## src/clk_ctrl_defs.svh

```systemverilog
`ifndef CLK_CTRL_DEFS_SVH
`define CLK_CTRL_DEFS_SVH

// Register byte offsets.
`define CFG1_OFF 8'h00
`define OSC_CTRL_OFF 8'h04
`define CFG2_OFF 8'h08
`define IFG_OFF 8'h0C
`define STATUS_OFF 8'h10
`define INT_STAT_OFF 8'h14
`define INT_MASK_OFF 8'h18

// Field positions.
`define RANGE_MSB 3
`define HANG_EN_BIT 7
`define TAP_MSB 7
`define TAP_LSB 5
`define MOD_MSB 4
`define MAIN_SEL_MSB 7
`define MAIN_SEL_LSB 6
`define SUB_SEL_BIT 3
`define FAULT_BIT 0

// Reset values.
`define RANGE_RESET 4'h7
`define OSC_CTRL_RESET 8'h00
`define MAIN_SEL_RESET 2'h0
`define INT_MASK_RESET 4'h0

// Range thresholds.
`define RANGE_HI_LIMIT 4'hD
`define RANGE_LO_LIMIT 4'hC
`define RANGE_MAX 4'hF

// Timing.
`define DEAD_TIME_NS 20000
`define CLK_FREQ_MHZ 200

// Bus answers.
`define RESP_OKAY 2'h0
`define RESP_SLVERR 2'h2
`endif

```

## src/clk_ctrl_pkg.sv

```systemverilog
package clk_ctrl_pkg;
  typedef logic [3:0] range_t;
  typedef logic [2:0] tap_t;
  typedef logic [4:0] mod_t;
  typedef enum logic [3:0] {
    EV_DEAD = 4'h1,
    EV_HANG = 4'h2,
    EV_START = 4'h4,
    EV_FAULT = 4'h8
  } event_e;
endpackage : clk_ctrl_pkg

```

## src/dco_range_and_clock_source_control.sv

```systemverilog
// Decided for this implementation: the AXI4-Lite slave port and the placing of the registers.
`timescale 1ns/1ps
`include "clk_ctrl_defs.svh"
module dco_range_and_clock_source_control #(
  parameter int DEAD_TIME_NS = `DEAD_TIME_NS,
  parameter int CLK_FREQ_MHZ = `CLK_FREQ_MHZ
) (
  // Clock and reset
  input wire logic aclk,
  input wire logic aresetn,
  // AXI4-Lite write address
  input wire logic awvalid,
  output logic awready,
  input wire logic [7:0] awaddr,
  input wire logic [2:0] awprot,
  // AXI4-Lite write data
  input wire logic wvalid,
  output logic wready,
  input wire logic [31:0] wdata,
  input wire logic [3:0] wstrb,
  // AXI4-Lite write response
  output logic bvalid,
  input wire logic bready,
  output logic [1:0] bresp,
  // AXI4-Lite read address
  input wire logic arvalid,
  output logic arready,
  input wire logic [7:0] araddr,
  input wire logic [2:0] arprot,
  // AXI4-Lite read data
  output logic rvalid,
  input wire logic rready,
  output logic [31:0] rdata,
  output logic [1:0] rresp,
  // Crystal or low-power oscillator fault detector
  input wire logic osc_fault_in,
  // Oscillator control
  output logic osc_enable,
  output logic osc_clock_valid,
  output clk_ctrl_pkg::range_t osc_range_value,
  output clk_ctrl_pkg::tap_t osc_tap_select,
  output clk_ctrl_pkg::mod_t osc_modulation_select,
  output logic sub_main_clock_stuck_high,
  // Interrupt
  output logic irq
);
  // Longest stall, rounded down to whole cycles.
  localparam int DEAD_CYCLES = DEAD_TIME_NS * CLK_FREQ_MHZ / 1000;
  localparam int LEN_W = $clog2(DEAD_CYCLES + 2);

  // Bus holding registers.
  logic aw_held_reg;
  logic [7:0] aw_addr_reg;
  logic w_held_reg;
  logic [7:0] w_data_reg;
  logic w_lane_reg;
  logic bvalid_reg;
  logic [1:0] bresp_reg;
  logic rvalid_reg;
  logic [31:0] rdata_reg;
  logic [1:0] rresp_reg;

  // Clock configuration state.
  clk_ctrl_pkg::range_t range_reg;
  clk_ctrl_pkg::range_t range_next;
  logic hang_en_reg;
  clk_ctrl_pkg::tap_t tap_reg;
  clk_ctrl_pkg::mod_t mod_reg;
  logic [1:0] main_sel_reg;
  logic sub_sel_reg;
  logic fault_reg;
  logic fault_next;
  logic osc_on_reg;
  logic osc_on_next;
  logic hung_reg;
  logic [3:0] int_stat_reg;
  logic [3:0] int_stat_next;
  logic [3:0] int_mask_reg;

  // Write path.
  wire wr_fire = aw_held_reg && w_held_reg && !bvalid_reg;
  wire wr_cfg1 = wr_fire && (aw_addr_reg == `CFG1_OFF);
  wire wr_ctrl = wr_fire && (aw_addr_reg == `OSC_CTRL_OFF);
  wire wr_cfg2 = wr_fire && (aw_addr_reg == `CFG2_OFF);
  wire wr_ifg = wr_fire && (aw_addr_reg == `IFG_OFF);
  wire wr_istat = wr_fire && (aw_addr_reg == `INT_STAT_OFF);
  wire wr_imask = wr_fire && (aw_addr_reg == `INT_MASK_OFF);
  wire wr_ro = wr_fire && (aw_addr_reg == `STATUS_OFF);
  wire wr_hit = wr_cfg1 || wr_ctrl || wr_cfg2 || wr_ifg || wr_istat || wr_imask || wr_ro;
  wire range_wr = wr_cfg1 && w_lane_reg;
  wire ctrl_wr = wr_ctrl && w_lane_reg;
  wire [3:0] new_range = w_data_reg[`RANGE_MSB:0];
  wire [7:0] cur_ctrl = {tap_reg, mod_reg};

  // Hazard detection on the oscillator settings.
  wire cross_down = (range_reg > `RANGE_HI_LIMIT) && (new_range < `RANGE_LO_LIMIT);
  wire cross_up = (range_reg < `RANGE_LO_LIMIT) && (new_range > `RANGE_HI_LIMIT);
  wire range_hazard = range_wr && (cross_down || cross_up);
  wire ctrl_hazard = ctrl_wr && (range_reg == `RANGE_MAX) && (w_data_reg != cur_ctrl);
  wire hazard = range_hazard || ctrl_hazard;
  wire hang_now = hazard && hang_en_reg && !hung_reg;
  wire start_dead = hazard && !hang_en_reg && !hung_reg;
  wire dead_busy;

  // Source selection.
  wire main_dco = !main_sel_reg[1];
  wire sub_dco = !sub_sel_reg;

  // Read path.
  wire rd_fire = arvalid && arready;
  wire [3:0] status_word = {sub_main_clock_stuck_high, hung_reg, dead_busy, osc_on_reg};
  wire rd_cfg1 = (araddr == `CFG1_OFF);
  wire rd_ctrl = (araddr == `OSC_CTRL_OFF);
  wire rd_cfg2 = (araddr == `CFG2_OFF);
  wire rd_ifg = (araddr == `IFG_OFF);
  wire rd_stat = (araddr == `STATUS_OFF);
  wire rd_istat = (araddr == `INT_STAT_OFF);
  wire rd_imask = (araddr == `INT_MASK_OFF);
  wire rd_hit = rd_cfg1 || rd_ctrl || rd_cfg2 || rd_ifg || rd_stat || rd_istat || rd_imask;
  wire [7:0] rd_byte =
    rd_cfg1 ? {hang_en_reg, 3'h0, range_reg} :
    rd_ctrl ? cur_ctrl :
    rd_cfg2 ? {main_sel_reg, 2'h0, sub_sel_reg, 3'h0} :
    rd_ifg ? {7'h00, fault_reg} :
    rd_stat ? {4'h0, status_word} :
    rd_istat ? {4'h0, int_stat_reg} :
    rd_imask ? {4'h0, int_mask_reg} : 8'h00;

  // New settings become visible only at the edge that completes the write.
  assign range_next = range_wr ? new_range : range_reg;
  // Hardware set wins over a software clear in the same cycle.
  assign fault_next = osc_fault_in || (wr_ifg && w_lane_reg ? w_data_reg[`FAULT_BIT] : fault_reg);
  // Once off, only the main select or the fault logic can restart the oscillator.
  assign osc_on_next = (main_dco || fault_reg) ? 1'b1 :
                       !sub_dco ? 1'b0 : osc_on_reg;

  wire [3:0] ev =
    (start_dead ? clk_ctrl_pkg::EV_DEAD : 4'h0) |
    (hang_now ? clk_ctrl_pkg::EV_HANG : 4'h0) |
    (osc_on_next && !osc_on_reg ? clk_ctrl_pkg::EV_START : 4'h0) |
    (osc_fault_in && !fault_reg ? clk_ctrl_pkg::EV_FAULT : 4'h0);
  wire [3:0] w1c = (wr_istat && w_lane_reg) ? w_data_reg[3:0] : 4'h0;
  assign int_stat_next = ev | (int_stat_reg & ~w1c);

  // Outputs.
  assign awready = !aw_held_reg;
  assign wready = !w_held_reg;
  assign bvalid = bvalid_reg;
  assign bresp = bresp_reg;
  assign arready = !rvalid_reg;
  assign rvalid = rvalid_reg;
  assign rdata = rdata_reg;
  assign rresp = rresp_reg;
  assign osc_enable = osc_on_reg;
  // The output is blanked through any stall so no runt cycle escapes.
  assign osc_clock_valid = osc_on_reg && !dead_busy && !hung_reg;
  assign osc_range_value = range_reg;
  assign osc_tap_select = tap_reg;
  assign osc_modulation_select = mod_reg;
  assign sub_main_clock_stuck_high = sub_dco && !osc_on_reg;
  assign irq = |(int_stat_reg & int_mask_reg);

  osc_dead_timer #(
    .CYCLES(DEAD_CYCLES)
  ) u_dead_timer (
    .aclk(aclk),
    .aresetn(aresetn),
    .start(start_dead),
    .busy(dead_busy)
  );

  // Write channel capture and response.
  always_ff @(posedge aclk) begin
    if (!aresetn) begin
      aw_held_reg <= 1'b0;
      aw_addr_reg <= 8'h00;
      w_held_reg <= 1'b0;
      w_data_reg <= 8'h00;
      w_lane_reg <= 1'b0;
      bvalid_reg <= 1'b0;
      bresp_reg <= `RESP_OKAY;
    end else begin
      if (awvalid && awready) begin
        aw_held_reg <= 1'b1;
        aw_addr_reg <= awaddr;
      end
      if (wvalid && wready) begin
        w_held_reg <= 1'b1;
        w_data_reg <= wdata[7:0];
        w_lane_reg <= wstrb[0];
      end
      if (wr_fire) begin
        aw_held_reg <= 1'b0;
        w_held_reg <= 1'b0;
        bvalid_reg <= 1'b1;
        bresp_reg <= wr_hit ? `RESP_OKAY : `RESP_SLVERR;
      end else if (bvalid_reg && bready) begin
        bvalid_reg <= 1'b0;
      end
    end
  end

  // Read channel.
  always_ff @(posedge aclk) begin
    if (!aresetn) begin
      rvalid_reg <= 1'b0;
      rdata_reg <= 32'h00000000;
      rresp_reg <= `RESP_OKAY;
    end else if (rd_fire) begin
      rvalid_reg <= 1'b1;
      rdata_reg <= {24'h000000, rd_byte};
      rresp_reg <= rd_hit ? `RESP_OKAY : `RESP_SLVERR;
    end else if (rvalid_reg && rready) begin
      rvalid_reg <= 1'b0;
    end
  end

  // Oscillator settings.
  always_ff @(posedge aclk) begin
    if (!aresetn) begin
      range_reg <= `RANGE_RESET;
      hang_en_reg <= 1'b0;
      {tap_reg, mod_reg} <= `OSC_CTRL_RESET;
      main_sel_reg <= `MAIN_SEL_RESET;
      sub_sel_reg <= 1'b0;
    end else begin
      range_reg <= range_next;
      if (range_wr) begin
        hang_en_reg <= w_data_reg[`HANG_EN_BIT];
      end
      if (ctrl_wr) begin
        {tap_reg, mod_reg} <= w_data_reg;
      end
      if (wr_cfg2 && w_lane_reg) begin
        main_sel_reg <= w_data_reg[`MAIN_SEL_MSB:`MAIN_SEL_LSB];
        sub_sel_reg <= w_data_reg[`SUB_SEL_BIT];
      end
    end
  end

  // Oscillator run state, fault flag and interrupts.
  always_ff @(posedge aclk) begin
    if (!aresetn) begin
      fault_reg <= 1'b0;
      osc_on_reg <= 1'b0;
      hung_reg <= 1'b0;
      int_stat_reg <= 4'h0;
      int_mask_reg <= `INT_MASK_RESET;
    end else begin
      fault_reg <= fault_next;
      osc_on_reg <= osc_on_next;
      // Only power-up clear releases a hung oscillator.
      if (hang_now) begin
        hung_reg <= 1'b1;
      end
      int_stat_reg <= int_stat_next;
      if (wr_imask && w_lane_reg) begin
        int_mask_reg <= w_data_reg[3:0];
      end
    end
  end

  // Helper: length of the current stall, restarted on each trigger.
  logic [LEN_W-1:0] dead_len_reg;
  always_ff @(posedge aclk) begin
    if (!aresetn) begin
      dead_len_reg <= '0;
    end else if (start_dead) begin
      dead_len_reg <= '0;
    end else if (dead_busy) begin
      dead_len_reg <= dead_len_reg + LEN_W'(1);
    end
  end

  property p_cross_stall;
    @(posedge aclk) disable iff (!aresetn)
      (range_hazard && !hang_en_reg && !hung_reg) |=> (dead_busy && !osc_clock_valid);
  endproperty
  a_cross_stall: assert property (p_cross_stall)
    else $error("Range crossing did not stall the oscillator output.");

  property p_stall_length;
    @(posedge aclk) disable iff (!aresetn)
      $fell(dead_busy) |-> (dead_len_reg == LEN_W'(DEAD_CYCLES));
  endproperty
  a_stall_length: assert property (p_stall_length)
    else $error("Oscillator stall did not last the dead time.");

  property p_hang_holds;
    @(posedge aclk) disable iff (!aresetn)
      hang_now |=> (hung_reg && !osc_clock_valid) [*8];
  endproperty
  a_hang_holds: assert property (p_hang_holds)
    else $error("Hung oscillator recovered without power-up clear.");

  property p_ctrl_stall;
    @(posedge aclk) disable iff (!aresetn)
      ctrl_hazard |=> !osc_clock_valid;
  endproperty
  a_ctrl_stall: assert property (p_ctrl_stall)
    else $error("Tap or modulation change at top range did not stall.");

  property p_reset_range;
    @(posedge aclk) disable iff (!aresetn)
      !$past(aresetn) |-> (range_reg == `RANGE_RESET) && (osc_range_value == `RANGE_RESET);
  endproperty
  a_reset_range: assert property (p_reset_range)
    else $error("Range select not at default after power-up clear.");

  property p_off_when_unused;
    @(posedge aclk) disable iff (!aresetn)
      (!main_dco && !sub_dco && !fault_reg) |=> !osc_enable;
  endproperty
  a_off_when_unused: assert property (p_off_when_unused)
    else $error("Oscillator left running with no clock selecting it.");

  property p_sub_no_restart;
    @(posedge aclk) disable iff (!aresetn)
      (!osc_on_reg && !main_dco && !fault_reg && sub_dco) |=>
        (!osc_enable && sub_main_clock_stuck_high);
  endproperty
  a_sub_no_restart: assert property (p_sub_no_restart)
    else $error("Sub-main select alone restarted the oscillator.");

  property p_main_start;
    @(posedge aclk) disable iff (!aresetn)
      (wr_cfg2 && w_lane_reg && !w_data_reg[`MAIN_SEL_MSB]) |=> ##1 osc_enable;
  endproperty
  a_main_start: assert property (p_main_start)
    else $error("Main source select of the oscillator did not start it.");

  property p_fault_start;
    @(posedge aclk) disable iff (!aresetn)
      osc_fault_in |=> fault_reg ##1 osc_enable;
  endproperty
  a_fault_start: assert property (p_fault_start)
    else $error("Fault flag did not start the oscillator.");

  property p_apply_on_write;
    @(posedge aclk) disable iff (!aresetn)
      ($changed(osc_range_value) || $changed(osc_tap_select)) |-> $past(wr_fire);
  endproperty
  a_apply_on_write: assert property (p_apply_on_write)
    else $error("Oscillator setting changed without a completed write.");
endmodule : dco_range_and_clock_source_control

```

## src/osc_dead_timer.sv

```systemverilog
`timescale 1ns/1ps
module osc_dead_timer #(
  parameter int CYCLES = 4000
) (
  // Clock and reset
  input wire logic aclk,
  input wire logic aresetn,
  // Control
  input wire logic start,
  output logic busy
);
  localparam int CNT_W = $clog2(CYCLES + 1);
  localparam logic [CNT_W-1:0] LOAD = CNT_W'(CYCLES);

  logic [CNT_W-1:0] cnt_reg;
  logic [CNT_W-1:0] cnt_next;

  // A restart while busy reloads the full interval.
  assign cnt_next = start ? LOAD :
                    (cnt_reg != '0) ? cnt_reg - CNT_W'(1) : cnt_reg;
  assign busy = (cnt_reg != '0);

  always_ff @(posedge aclk) begin
    if (!aresetn) begin
      cnt_reg <= '0;
    end else begin
      cnt_reg <= cnt_next;
    end
  end
endmodule : osc_dead_timer
```

## config.mk

```make
export PLATFORM = sky130hd
export DESIGN_NAME = dco_range_and_clock_source_control
export DESIGN_NICKNAME = d
export VERILOG_FILES = /design/src/clk_ctrl_pkg.sv /design/src/dco_range_and_clock_source_control.sv /design/src/osc_dead_timer.sv
export VERILOG_INCLUDE_DIRS = /design/src
export SDC_FILE = /design/constraint.sdc
export NUM_CORES = 1
export LEC_CHECK = 0
export BUFFER_PORTS_ARGS = -buffer_cell sky130_fd_sc_hd__buf_2
export CAP_MARGIN = 30
export CORE_MARGIN = 1.5
export CORE_UTILIZATION = 40
export DETAILED_ROUTE_END_ITERATION = 8
export PLACE_DENSITY = 0.7
export SETUP_SLACK_MARGIN = 0.02
export SLEW_MARGIN = 25
export SYNTH_ARGS = -nofsm -noshare
export SYNTH_HDL_FRONTEND = slang
export SYNTH_SLANG_ARGS = --single-unit
```

## constraint.sdc

```tcl
create_clock -name aclk -period 2.43 [get_ports aclk]
set_clock_uncertainty 0.15 [all_clocks]
set_input_delay 0.486 -clock aclk [delete_from_list [all_inputs] [get_ports aclk]]
set_output_delay 0.486 -clock aclk [all_outputs]
set_load 0.1 [all_outputs]
```

==> results of run 1 <==
==> stage by stage <==
| step | total power [uW] | worst slack, ns | utilization |
|---|---|---|---|
| after floorplan | 2350 | -0.276 | - |
| after global placement | 2570 | 0.122 | 0.458 |
| after detailed placement | 2600 | 0.0994 | 0.458 |
| after CTS | 3840 | 0.0338 | 0.495 |
| after global routing | 4080 | -0.0388 | 0.496 |
| final | 3870 | 0.0457 | 0.496 |
==> Yosys cell counts, types with 2 or more instances <==
| cell | number | area share |
|---|---|---|
| nand2_1 | 71 | 0.076 |
| dfxtp_1 | 70 | 0.40 |
| a21oi_1 | 45 | 0.064 |
| nor2_1 | 37 | 0.039 |
| buf_4 | 27 | 0.058 |
| mux2i_1 | 23 | 0.065 |
| clkbuf_1 | 21 | 0.022 |
| nand3_1 | 16 | 0.023 |
| nor2b_1 | 12 | 0.021 |
| nor3_1 | 11 | 0.016 |
| xor2_1 | 10 | 0.025 |
| o21ai_0 | 8 | 0.011 |
| nand3b_1 | 7 | 0.015 |
| inv_1 | 6 | 0.0064 |
| a31oi_1 | 5 | 0.0089 |
| and3_1 | 5 | 0.0089 |
| nor4_1 | 5 | 0.0089 |
| nand2b_1 | 4 | 0.0071 |
| nand4_1 | 4 | 0.0071 |
| o22ai_1 | 4 | 0.0071 |
| a22oi_1 | 3 | 0.0064 |
| ha_1 | 2 | 0.0071 |
| nor3b_1 | 2 | 0.0043 |
| nor4_2 | 2 | 0.0071 |
| or4_1 | 2 | 0.0043 |
==> cells in the final DEF, fill, tap and decap left out, types with 3 or more instances in the layout <==
cell type	netlist	layout
a21oi_1	45	45
a22oi_1	3	3
a31oi_1	5	5
and3_1	5	5
buf_2	0	62
buf_4	27	22
clkbuf_8	0	12
conb_1	1	26
dfxtp_1	70	62
dfxtp_2	0	8
inv_1	6	4
mux2i_1	23	23
nand2_1	71	71
nand2b_1	4	4
nand3_1	16	15
nand3b_1	7	7
nand4_1	4	4
nor2_1	37	36
nor2b_1	12	12
nor3_1	11	10
nor4_1	5	4
nor4_2	2	3
o21ai_0	8	8
o22ai_1	4	4
xor2_1	10	10
==> worst max-delay path: stages (launching register included) <==
cell	delay, ns
dfxtp_2	0.33
inv_2	0.08
ha_4	0.13
nor4b_4	0.23
nand3_2	0.15
nor3b_4	0.26
buf_12	0.21
==> per-layer routing <==
metal / track usage / vias up
li1: - / 1587
met1: 0.251 / 1474
met2: 0.307 / 87
met3: 0.0405 / 6
met4: 0.0635 / 0
met5: 0 / -
==> worst max-delay path by stage <==
| stage | start | end | slack [ns] |
|---|---|---|---|
| 2_1_floorplan | u_dead_timer.cnt_reg[0] | osc_clock_valid | -0.28 |
| 4_1_cts | u_dead_timer.cnt_reg[1] | osc_clock_valid | 0.03 |
| 5_1_grt | u_dead_timer.cnt_reg[1] | osc_clock_valid | -0.04 |
| 6_report | u_dead_timer.cnt_reg[1] | osc_clock_valid | 0.05 |
| 3_3_place_gp | araddr[1] | rdata[5] | 0.12 |
| 3_5_place_dp | araddr[1] | rdata[5] | 0.1 |
==> cell type report <==
cell class / instances / area, um^2
tap: 108 / 135
multi-input combinational: 330 / 1950
clock buffer: 12 / 165
fill: 810 / 4350
clock inverter: 4 / 77.6
sequential: 70 / 1410
inverter: 7 / 26.3
timing repair buffer: 86 / 515
==> report_power, final <==
part,internal [uW],switching [uW]
logic,549,824
registers,1270,132
clock network,666,431
total,2480,1390
==> timing repair <==
item                                    4_1_cts  5_1_grt
pin swaps                                     1        1
endpoints found under the setup margin        1        1
buffers inserted                              5        1
gates resized for setup                      10        0
==> cell families after synthesis <==
| kind of cell | count (synthesis) |
|---|---|
| flip-flops | 70 |
| other | 1 |
| XOR/XNOR | 11 |
| AND/OR/NAND/NOR | 189 |
| buffers and inverters | 56 |
| AO/OA/AOI/OAI | 78 |
| adder cells (fa/ha/maj) | 2 |
| multiplexers | 24 |
==> impl_metrics.prom, run 1 <==
# TYPE chip_impl_metric gauge
chip_impl_metric{name="dieWidth",unit="um"} 96.8
chip_impl_metric{name="worst_hold_path.num_cells",unit=""} 2
chip_impl_info{name="rsz0062_at_grt",value="yes"} 1
chip_impl_metric{name="synth-edff-count",unit=""} 0
chip_impl_metric{name="drt.antenna.violating_nets",unit=""} 0
chip_impl_metric{name="fp-row-count",unit=""} 34
chip_impl_metric{name="grt_antenna_before_repair",unit=""} 0
chip_impl_info{name="timing.setup.critical_path_class",value="register to output pin"} 1
chip_impl_metric{name="dp_hpwl",unit="um"} 6380
chip_impl_metric{name="portBuffers",unit=""} 63
chip_impl_metric{name="drc",unit=""} 0
chip_impl_metric{name="synth_compound_gate_area_share",unit=""} 0.141
chip_impl_info{name="clock-root-buffer",value="clkbuf_8"} 1
chip_impl_metric{name="final_cell_count_no_fill",unit=""} 617
chip_impl_metric{name="htree_num_levels",unit=""} 3
chip_impl_metric{name="worstSkewPairLatency",unit="ns"} 0.35
chip_impl_info{name="worstHoldEndpoint",value="rvalid"} 1
chip_impl_info{name="synthFlopType",value="dfxtp_1"} 1
chip_impl_metric{name="postCtsHoldBufs",unit=""} 0
chip_impl_metric{name="layout_worst_path_cycle_share",unit=""} 0.981
chip_impl_metric{name="maxClockFrequency",unit="MHz"} 419
chip_impl_metric{name="wire_per_inst",unit="um"} 14.0
chip_impl_metric{name="max-slew-margin-rel",unit=""} 0.474
chip_impl_metric{name="grt_start_max_net_pins",unit=""} 41
chip_impl_metric{name="cts_buffer_depth",unit=""} 2
chip_impl_metric{name="drt-met1-wl",unit="um"} 3870
chip_impl_metric{name="grt_remaining_overflow",unit=""} 0
chip_impl_metric{name="overall_global_routing_usage",unit=""} 0.190
chip_impl_metric{name="fin_tns_setup",unit="ns"} 0
chip_impl_metric{name="post_dp_cell_area",unit="um^2"} 3950
chip_impl_metric{name="rrSetupSlack",unit="ns"} 0.21
chip_impl_metric{name="coreArea",unit="um^2"} 8640
chip_impl_metric{name="die_area",unit="um^2"} 9370
chip_impl_metric{name="netlist_area",unit="um^2"} 3520
chip_impl_metric{name="peakVddDrop",unit="uV"} 433
chip_impl_metric{name="routed-via-count",unit=""} 3154
chip_impl_metric{name="drt-total-wl",unit="um"} 8650
chip_impl_metric{name="grt_pass1_vias",unit=""} 2958
chip_impl_info{name="r2r_start",value="aw_addr_reg[5]"} 1
chip_impl_info{name="status",value="finished, final reports clean"} 1
chip_impl_metric{name="syn2layout_area_growth",unit="%"} 21.6
chip_impl_metric{name="synth-simple-area-share",unit=""} 0.266
chip_impl_metric{name="yosysUniqueCellTypes",unit=""} 54
chip_impl_metric{name="gp_routability_congestion",unit=""} 0.895
chip_impl_metric{name="avgSynthCellArea",unit="um^2"} 8.17
chip_impl_metric{name="dr.first_iter.drc_count",unit=""} 194
chip_impl_metric{name="cp_data_required_time",unit="ns"} 1.79
chip_impl_metric{name="firstDrtPassIters",unit=""} 4
chip_impl_metric{name="grt_pass1_wl",unit="um"} 14500
chip_impl_metric{name="drive_above_1_share",unit=""} 0.259
chip_impl_metric{name="yosys.area_share.adder",unit=""} 0.00711
chip_impl_metric{name="worst_pin_slew",unit="ns"} 0.781
chip_impl_metric{name="placedCellCount",unit=""} 595
chip_impl_metric{name="largest_reg_flops",unit=""} 12
chip_impl_metric{name="post_drt_via_cell_ratio",unit=""} 5.11
chip_impl_info{name="regToRegEndpoint",value="u_dead_timer.cnt_reg[6]"} 1
chip_impl_info{name="cts_tree",value="done"} 1
chip_impl_metric{name="nNetsFinal",unit=""} 572
chip_impl_metric{name="worst-r2r-cell-count",unit=""} 6
chip_impl_metric{name="critPathArrivalTime",unit="ns"} 1.75
chip_impl_metric{name="insertedDiodeCount",unit=""} 0
chip_impl_metric{name="setup_viol",unit=""} 0
chip_impl_metric{name="maxCapViolCount",unit=""} 0
chip_impl_metric{name="floorplan.io_pins",unit=""} 123
chip_impl_metric{name="yosysSeqAreaShare",unit=""} 0.398
chip_impl_metric{name="cts_sinks",unit=""} 70
chip_impl_metric{name="synth_async_sr_flop_share",unit=""} 0
chip_impl_info{name="synth_top_family_by_area",value="simple AND/OR/NAND/NOR gates"} 1
chip_impl_info{name="dr.max_layer_used",value="met4"} 1
chip_impl_metric{name="flops_latches_synth",unit=""} 70
chip_impl_metric{name="cts_made_buffers",unit=""} 9
chip_impl_metric{name="critical_path_peak_fanout",unit=""} 3
chip_impl_metric{name="power.density_cell_area",unit="nW/um^2"} 904
chip_impl_metric{name="post_synth_inst_count",unit=""} 431
chip_impl_metric{name="muxShareOfSynthArea",unit=""} 0.0686
chip_impl_info{name="hold_start",value="rready"} 1
chip_impl_info{name="critical_path.endpoint_type",value="output pin"} 1
chip_impl_metric{name="finalMaxSlewViolations",unit=""} 0
chip_impl_metric{name="yosysWarnings",unit=""} 0
chip_impl_metric{name="final_period_minus_worst_setup_slack",unit="ns"} 2.38
chip_impl_metric{name="design_area",unit="um^2"} 4280
chip_impl_metric{name="met3_wirelength",unit="um"} 390
chip_impl_info{name="hold_class",value="primary input to register"} 1
chip_impl_metric{name="clk_pin_slew",unit="ns"} 0.08
chip_impl_metric{name="leakage_power_summed_over_all_cells",unit="uW"} 0.00186
chip_impl_metric{name="initial_core_utilization",unit=""} 0.408
chip_impl_info{name="timing.critical_path.from_type",value="register"} 1
chip_impl_metric{name="dieHeight",unit="um"} 96.8
chip_impl_metric{name="worst_hold_slack",unit="ns"} 0.148
chip_impl_metric{name="yosys.area_share.xor_xnor",unit=""} 0.0274
chip_impl_metric{name="dr_wl_met2",unit="um"} 4310
chip_impl_metric{name="finalHoldViolCount",unit=""} 0
Note: power is estimated with default switching activity, not from simulation.
==> run 2, diff against run 1 <==
--- a/config.mk
+++ b/config.mk
@@ -6,10 +6,12 @@
 export SDC_FILE = /design/constraint.sdc
 export NUM_CORES = 1
 export LEC_CHECK = 0
+export ABC_AREA = 1
 export BUFFER_PORTS_ARGS = -buffer_cell sky130_fd_sc_hd__buf_2
 export CAP_MARGIN = 30
 export CORE_MARGIN = 1.5
 export CORE_UTILIZATION = 40
+export CTS_BUF_LIST = sky130_fd_sc_hd__clkbuf_4
 export DETAILED_ROUTE_END_ITERATION = 8
 export PLACE_DENSITY = 0.7
 export SETUP_SLACK_MARGIN = 0.02
==> run 2 against run 1 <==
Setup slack improved by 0.087 ns. Critical path type unchanged. Die area increased by 1.0%. Cell area decreased by 4.5%. Sequential power decreased by 4%. Largest cell class unchanged. Sequential share of layout area increased by 1.4 points. Global-route usage decreased by 0.067 points. Wire length decreased by 0.17%. Utilization decreased by 2.5 points. Clock power decreased by 34%. Critical path depth increased by 1.
==> impl_metrics.prom, run 2 <==
# TYPE chip_impl_metric gauge
chip_impl_info{name="status",value="finished, final reports clean"} 1
chip_impl_metric{name="largest_reg_flops",unit=""} 12
chip_impl_metric{name="die_area",unit="um^2"} 9470
chip_impl_metric{name="grt_pass1_wl",unit="um"} 14500
chip_impl_info{name="synth_top_cell_by_area",value="dfxtp_1"} 1
chip_impl_metric{name="fill_cells",unit=""} 900
chip_impl_metric{name="critPathArrivalTime",unit="ns"} 1.66
chip_impl_info{name="rsz0062_at_grt",value="no"} 1
chip_impl_info{name="post_synth_main_area_contributors",value="dfxtp_1, nand2_1, nor2_1"} 1
chip_impl_metric{name="dp_hpwl",unit="um"} 6560
chip_impl_info{name="synthFlopType",value="dfxtp_1"} 1
chip_impl_metric{name="fp-row-count",unit=""} 34
chip_impl_metric{name="cp_data_required_time",unit="ns"} 1.79
chip_impl_metric{name="globalRouteMet2Util",unit=""} 0.328
chip_impl_metric{name="cts_made_buffers",unit=""} 9
chip_impl_info{name="clock-root-buffer",value="clkbuf_4"} 1
chip_impl_metric{name="grt_antenna_before_repair",unit=""} 0
chip_impl_metric{name="dr.first_iter.drc_count",unit=""} 229
chip_impl_metric{name="nNetsFinal",unit=""} 644
chip_impl_info{name="worstPathCellList",value="inv_2 -> ha_2 -> inv_1 -> nor3_2 -> nand4_1 -> nor3_4 -> buf_12"} 1
chip_impl_metric{name="groute.layer.met1.usage",unit=""} 0.224
chip_impl_metric{name="layout_worst_path_cycle_share",unit=""} 0.945
chip_impl_info{name="layout.cells.most_common_list",value="nand2_1, nor2_1, dfxtp_1"} 1
chip_impl_metric{name="maxCapViolCount",unit=""} 0
chip_impl_metric{name="global_route.usage.met3",unit=""} 0.0432
chip_impl_metric{name="yosysWarnings",unit=""} 0
chip_impl_metric{name="routed-via-count",unit=""} 3400
chip_impl_metric{name="critical_path_buffers_and_inverters",unit=""} 3
chip_impl_metric{name="postCtsHoldBufs",unit=""} 0
chip_impl_metric{name="setup_viol",unit=""} 0
chip_impl_metric{name="dieHeight",unit="um"} 97.3
chip_impl_info{name="netlist_top_cells_count",value="nand2_1, nor2_1, dfxtp_1"} 1
chip_impl_metric{name="power.density_cell_area",unit="nW/um^2"} 787
chip_impl_metric{name="initial_core_utilization",unit=""} 0.410
chip_impl_info{name="post-synth-top-count-cell",value="nand2_1"} 1
chip_impl_metric{name="cts_buffer_depth",unit=""} 2
chip_impl_metric{name="leakage_power_summed_over_all_cells",unit="uW"} 0.00190
chip_impl_metric{name="worst_path_largest_cell_delay",unit="ns"} 0.34
chip_impl_metric{name="wire_per_inst",unit="um"} 12.6
chip_impl_metric{name="final_period_minus_worst_setup_slack",unit="ns"} 2.30
chip_impl_metric{name="synth_async_sr_flop_share",unit=""} 0
chip_impl_metric{name="critical_path_peak_fanout",unit=""} 2
chip_impl_info{name="timing.critical_path.from_type",value="register"} 1
chip_impl_info{name="hold_class",value="primary input to register"} 1
chip_impl_metric{name="netlist_area",unit="um^2"} 3560
chip_impl_metric{name="grt_pass1_vias",unit=""} 3154
chip_impl_metric{name="drt-total-wl",unit="um"} 8640
chip_impl_metric{name="drive_above_1_share",unit=""} 0.191
chip_impl_info{name="timing.setup.critical_path_class",value="register to output pin"} 1
chip_impl_metric{name="worstSkewPairLatency",unit="ns"} 0.42
chip_impl_metric{name="avgSynthCellArea",unit="um^2"} 7.03
chip_impl_metric{name="flops_latches_synth",unit=""} 70
chip_impl_info{name="critical_path.endpoint_type",value="output pin"} 1
chip_impl_metric{name="finalHoldViolCount",unit=""} 0
chip_impl_metric{name="dieWidth",unit="um"} 97.3
chip_impl_info{name="critical_path.top_delay_family",value="simple AND/OR/NAND/NOR gates"} 1
chip_impl_metric{name="drt.antenna.violating_nets",unit=""} 0
chip_impl_metric{name="design_area",unit="um^2"} 4090
chip_impl_metric{name="syn2layout_area_growth",unit="%"} 14.9
chip_impl_info{name="global_route.peak_usage_layer",value="met2"} 1
chip_impl_metric{name="finalMaxSlewViolations",unit=""} 0
chip_impl_metric{name="cts_sinks",unit=""} 70
chip_impl_metric{name="htree_num_levels",unit=""} 3
chip_impl_metric{name="post_drt_via_cell_ratio",unit=""} 4.94
chip_impl_metric{name="overall_global_routing_usage",unit=""} 0.189
chip_impl_metric{name="coreArea",unit="um^2"} 8680
chip_impl_metric{name="yosysSeqAreaShare",unit=""} 0.394
chip_impl_metric{name="firstDrtPassIters",unit=""} 5
chip_impl_metric{name="drc",unit=""} 0
chip_impl_metric{name="clk_pin_slew",unit="ns"} 0.12
chip_impl_metric{name="synth-edff-count",unit=""} 0
chip_impl_metric{name="grt_start_max_net_pins",unit=""} 39
chip_impl_metric{name="grt_remaining_overflow",unit=""} 0
chip_impl_metric{name="gp_routability_congestion",unit=""} 0.848
chip_impl_metric{name="netlist.area_leader.share",unit=""} 0.394
chip_impl_metric{name="insertedDiodeCount",unit=""} 0
chip_impl_metric{name="yosysUniqueCellTypes",unit=""} 39
chip_impl_metric{name="fin_tns_setup",unit="ns"} 0
chip_impl_metric{name="peakVddDrop",unit="uV"} 489
chip_impl_metric{name="post_dp_cell_area",unit="um^2"} 3920
chip_impl_metric{name="portBuffers",unit=""} 63
chip_impl_metric{name="maxClockFrequency",unit="MHz"} 435
chip_impl_info{name="cts_tree",value="done"} 1
chip_impl_metric{name="post_synth_inst_count",unit=""} 506
chip_impl_info{name="critical_path.slowest_cell",value="dfxtp_2"} 1
chip_impl_metric{name="floorplan.io_pins",unit=""} 123
chip_impl_info{name="most_common_cell_after_layout_fill_and_taps_aside",value="nand2_1"} 1
## run 2: worst min-delay path: cells and delay by family
| family | cells | cell delay, ns |
|---|---|---|
| simple gates | 2 | 0.11 |
| buf+inv | 1 | 0.07 |
## run 2: final cells by class
type / instances / area, um^2 / share of cell area
Tap cell: 108 / 135 / 0.0330
Clock buffer: 9 / 67.6 / 0.0165
Clock inverter: 6 / 63.8 / 0.0156
Inverter: 63 / 240 / 0.0588
Sequential cell: 70 / 1400 / 0.343
Timing Repair Buffer: 71 / 390 / 0.0955
Multi-Input combinational cell: 361 / 1790 / 0.437
## run 2: where the power goes
part / internal (uW) / switching, uW / leakage (uW)
Sequential: 1250 / 102 / 0.000574
Combinational: 354 / 791 / 0.00125
Clock: 306 / 415 / 0.0000694
Total: 1910 / 1310 / 0.00190
## run 2: path summary, 6_finish.rpt
check	startpoint	endpoint	slack [ns]	cells past startpoint
setup / recovery	u_dead_timer.cnt_reg[0]	osc_clock_valid	0.13	7
hold / removal	awaddr[0]	aw_addr_reg[0]	0.12	3
setup reg to reg	aw_addr_reg[6]	u_dead_timer.cnt_reg[4]	0.61	10
hold reg to reg	main_sel_reg[0]	main_sel_reg[0]	0.32	2
## run 2: routing by layer
layer / routed length (um) / part of all wire / up-vias
li1: - / - / 1741
met1: 3760 / 0.44 / 1536
met2: 4240 / 0.49 / 105
met3: 446 / 0.052 / 18
met4: 180 / 0.021 / 0
met5: 0 / 0 / -
## run 2: cell families after synthesis
| family | count (synthesis) | share of synthesized area |
|---|---|---|
| simple gates | 217 | 0.270 |
| compound gates | 107 | 0.166 |
| buf+inv | 100 | 0.139 |
| flops | 70 | 0.394 |
| xor+xnor | 8 | 0.0197 |
| fa+ha+maj | 2 | 0.00703 |
| other cells | 1 | 0.00105 |
| mux | 1 | 0.00281 |
## run 2: stage by stage
step	utilization	total power (uW)	worst slack, ns	instances	hold WS [ns]
global placement	0.452	2440	0.422	670	0.295
CTS	0.470	3230	0.0295	688	0.106
finish	0.471	3220	0.133	688	0.125
detailed placement	0.452	2460	0.410	670	0.295
global route	0.471	3440	0.0382	688	0.109
floorplan	-	2300	-0.251	531	0.280
## run 2: timing repair
action                                  4_1_cts  5_1_grt
resized for setup                             5        1
pin swaps                                     1        1
setup buffers                                 3        0
endpoints found under the setup margin        1        1
==> run 3, diff against run 2 <==
--- a/config.mk
+++ b/config.mk
@@ -13,8 +13,9 @@
 export CORE_UTILIZATION = 40
 export CTS_BUF_LIST = sky130_fd_sc_hd__clkbuf_4
 export DETAILED_ROUTE_END_ITERATION = 8
+export GPL_TIMING_DRIVEN = 1
 export PLACE_DENSITY = 0.7
-export SETUP_SLACK_MARGIN = 0.02
+export SETUP_SLACK_MARGIN = 0.4
 export SLEW_MARGIN = 25
 export SYNTH_ARGS = -nofsm -noshare
 export SYNTH_HDL_FRONTEND = slang
==> constraint.sdc (replaced) <==
create_clock -name aclk -period 2.3 [get_ports aclk]
set_clock_uncertainty 0.15 [all_clocks]
set_input_delay 0.46 -clock aclk [delete_from_list [all_inputs] [get_ports aclk]]
set_output_delay 0.46 -clock aclk [all_outputs]
set_load 0.1 [all_outputs]
==> run 3 against run 2 <==
Combinational power rose by 9.6%. Utilization rose by 0.78 points. Flip-flop and latch count did not move. Non-clock buffer count fell by 1. Hold slack got worse by 0.011 ns. Count of clock-buffer cells in the layout rose by 2. Die area did not move. Global-route usage fell by 0.28 points. Power rose by 4.0%.
==> impl_metrics.prom, run 3 (same netlist as run 2, synthesis figures left out) <==
# TYPE chip_impl_metric gauge
chip_impl_info{name="status",value="finished, final reports clean"} 1
chip_impl_metric{name="overall_global_routing_usage",unit=""} 0.186
chip_impl_metric{name="peakVddDrop",unit="uV"} 327
chip_impl_metric{name="global_route.usage.met3",unit=""} 0.0453
chip_impl_metric{name="drc",unit=""} 0
chip_impl_info{name="most_common_cell_after_layout_fill_and_taps_aside",value="nand2_1"} 1
chip_impl_metric{name="worst_hold_slack",unit="ns"} 0.114
chip_impl_metric{name="drive_above_1_share",unit=""} 0.237
chip_impl_info{name="timing.critical_path.from_type",value="register"} 1
chip_impl_metric{name="setup_viol",unit=""} 0
chip_impl_metric{name="htree_num_levels",unit=""} 3
chip_impl_metric{name="finalHoldViolCount",unit=""} 0
chip_impl_info{name="cts_tree",value="done"} 1
chip_impl_metric{name="grt_antenna_before_repair",unit=""} 0
chip_impl_metric{name="maxCapViolCount",unit=""} 0
chip_impl_metric{name="final_cell_count_no_fill",unit=""} 687
chip_impl_metric{name="clk_pin_slew",unit="ns"} 0.11
chip_impl_metric{name="portBuffers",unit=""} 63
chip_impl_metric{name="portion_of_total_power_attributed_to_sequential_cells",unit=""} 0.426
chip_impl_metric{name="netSwitchingPower",unit="uW"} 1400
chip_impl_metric{name="layout_worst_path_cycle_share",unit=""} 0.956
chip_impl_metric{name="cts_buffer_depth",unit=""} 2
chip_impl_metric{name="grt_remaining_overflow",unit=""} 0
chip_impl_metric{name="groute.layer.met1.usage",unit=""} 0.225
chip_impl_metric{name="drt-total-wl",unit="um"} 8860
chip_impl_metric{name="worst_hold_path.num_cells",unit=""} 3
chip_impl_info{name="critical_path.endpoint_type",value="output pin"} 1
chip_impl_metric{name="largest_reg_flops",unit=""} 12
chip_impl_metric{name="final_period_minus_worst_setup_slack",unit="ns"} 2.20
chip_impl_metric{name="fill_cells",unit=""} 896
chip_impl_info{name="rsz0062_at_grt",value="yes"} 1
chip_impl_metric{name="floorplan.io_pins",unit=""} 123
chip_impl_metric{name="critical_path_peak_fanout",unit=""} 2
chip_impl_metric{name="dr.first_iter.drc_count",unit=""} 165
chip_impl_metric{name="routed-via-count",unit=""} 3441
chip_impl_metric{name="syn2layout_area_growth",unit="%"} 16.8
chip_impl_info{name="r2r_start",value="aw_addr_reg[0]"} 1
chip_impl_info{name="worstHoldEndpoint",value="aw_addr_reg[0]"} 1
chip_impl_metric{name="cts_made_buffers",unit=""} 9
chip_impl_metric{name="fp-row-count",unit=""} 34
chip_impl_info{name="regToRegEndpoint",value="u_dead_timer.cnt_reg[6]"} 1
chip_impl_metric{name="wire_per_inst",unit="um"} 12.9
chip_impl_metric{name="postCtsHoldBufs",unit=""} 0
chip_impl_metric{name="cp_data_required_time",unit="ns"} 1.69
chip_impl_metric{name="worstSkewPairLatency",unit="ns"} 0.41
chip_impl_metric{name="rrSetupSlack",unit="ns"} 0.54
chip_impl_metric{name="grt_start_max_net_pins",unit=""} 39
chip_impl_metric{name="finalMaxSlewViolations",unit=""} 0
chip_impl_metric{name="totalPowerFinal",unit="uW"} 3350
chip_impl_metric{name="comb_power_share",unit=""} 0.374
chip_impl_metric{name="critPathArrivalTime",unit="ns"} 1.59
chip_impl_metric{name="grt_pass1_wl",unit="um"} 14300
chip_impl_metric{name="leakage_power_summed_over_all_cells",unit="uW"} 0.00191
chip_impl_metric{name="maxClockFrequency",unit="MHz"} 455
chip_impl_metric{name="coreArea",unit="um^2"} 8680
chip_impl_metric{name="power.density_cell_area",unit="nW/um^2"} 805
chip_impl_metric{name="placedCellCount",unit=""} 668
chip_impl_info{name="layout.cells.most_common_list",value="nand2_1, nor2_1, inv_1, buf_2, dfxtp_1"} 1
chip_impl_metric{name="dieHeight",unit="um"} 97.3
chip_impl_metric{name="gp_routability_congestion",unit=""} 0.841
chip_impl_metric{name="firstDrtPassIters",unit=""} 5
chip_impl_info{name="hold_class",value="primary input to register"} 1
chip_impl_metric{name="post_dp_cell_area",unit="um^2"} 3940
chip_impl_metric{name="insertedDiodeCount",unit=""} 0
chip_impl_info{name="timing.setup.critical_path_class",value="register to output pin"} 1
chip_impl_metric{name="nNetsFinal",unit=""} 643
chip_impl_info{name="hold_start",value="awaddr[0]"} 1
chip_impl_metric{name="proportion_of_power_drawn_by_the_clock_network",unit=""} 0.200
chip_impl_metric{name="place_ws",unit="ns"} 0.326
chip_impl_metric{name="setup_ws",unit="ns"} 0.102
chip_impl_metric{name="post_drt_via_cell_ratio",unit=""} 5.01
chip_impl_metric{name="cts_sinks",unit=""} 70
chip_impl_metric{name="worst-r2r-cell-count",unit=""} 10
chip_impl_metric{name="dp_hpwl",unit="um"} 6620
chip_impl_metric{name="p_sw_frac",unit=""} 0.417
chip_impl_metric{name="globalRouteMet2Util",unit=""} 0.316
chip_impl_metric{name="initial_core_utilization",unit=""} 0.410
chip_impl_metric{name="die_area",unit="um^2"} 9470
chip_impl_metric{name="internal_power",unit="uW"} 1950
chip_impl_metric{name="grt_pass1_vias",unit=""} 3102
chip_impl_metric{name="dieWidth",unit="um"} 97.3
chip_impl_info{name="clock-root-buffer",value="clkbuf_4"} 1
chip_impl_metric{name="design_area",unit="um^2"} 4160
chip_impl_metric{name="drt.antenna.violating_nets",unit=""} 0
chip_impl_info{name="global_route.peak_usage_layer",value="met2"} 1
[run 3: cell count changes in the layout (fill, tap and decap cells not counted), moves of 3 or more]
cell,delta
dfxtp_2,+17
clkbuf_4,+3
dfxtp_1,-18
buf_2,-6
buf_4,+3
[run 3: power groups by stage]
stage	sequential (uW)	combinational, uW	clock, uW
final	1430	1250	668
after global routing	1440	1390	744
after CTS	1420	1230	695
after detailed placement	1440	1160	0
after global placement	1440	1140	0
after floorplan	1480	957	0
[run 3: worst max-delay path by stage]
stage | start | endpoint | slack [ns] | cells past startpoint
final | u_dead_timer.cnt_reg[0] | osc_clock_valid | 0.10 | 7
after global routing | u_dead_timer.cnt_reg[0] | osc_clock_valid | -0.04 | 7
after CTS | u_dead_timer.cnt_reg[0] | osc_clock_valid | 0.03 | 7
after detailed placement | u_dead_timer.cnt_reg[0] | osc_clock_valid | 0.33 | 7
after global placement | u_dead_timer.cnt_reg[0] | osc_clock_valid | 0.35 | 7
after floorplan | osc_enable | osc_clock_valid | 0.009 | 2
[run 3: metrics by stage]
| step | setup TNS [ns] | util |
|---|---|---|
| 2_1_floorplan | 0 | - |
| 3_3_place_gp | 0 | 0.454 |
| 3_5_place_dp | 0 | 0.454 |
| 4_1_cts | 0 | 0.475 |
| 5_1_grt | -0.0413 | 0.479 |
| 6_report | 0 | 0.479 |
[run 3: metal layers]
| layer | vias to the layer above | routed length (um) |
|---|---|---|
| met5 | - | 0 |
| li1 | 1736 | - |
| met3 | 16 | 557 |
| met1 | 1566 | 3840 |
| met4 | 0 | 202 |
| met2 | 123 | 4260 |
[run 3: area by class of cell]
| class | count | area, um^2 | share of cell area |
|---|---|---|---|
| multi-input combinational | 361 | 1830 | 0.440 |
| timing repair buffer | 70 | 410 | 0.0987 |
| clock inverter | 4 | 25.0 | 0.00602 |
| sequential | 70 | 1430 | 0.344 |
| inverter | 63 | 245 | 0.0590 |
| clock buffer | 11 | 82.6 | 0.0199 |
| tap | 108 | 135 | 0.0325 |
[run 3: repair_timing]
item / in CTS / in global routing
setup buffers: 4 / 0
pin swaps: 4 / 2
setup endpoints to repair: 6 / 15
resized for setup: 17 / 10
[run 3: critical path, cell delays in order, from the launching register on]
cell and delay, ns:
dfxtp_2 0.34, inv_2 0.08, ha_4 0.13, inv_2 0.03, nor3_2 0.09, nand4_1 0.14, nor3_4 0.18, buf_12 0.20
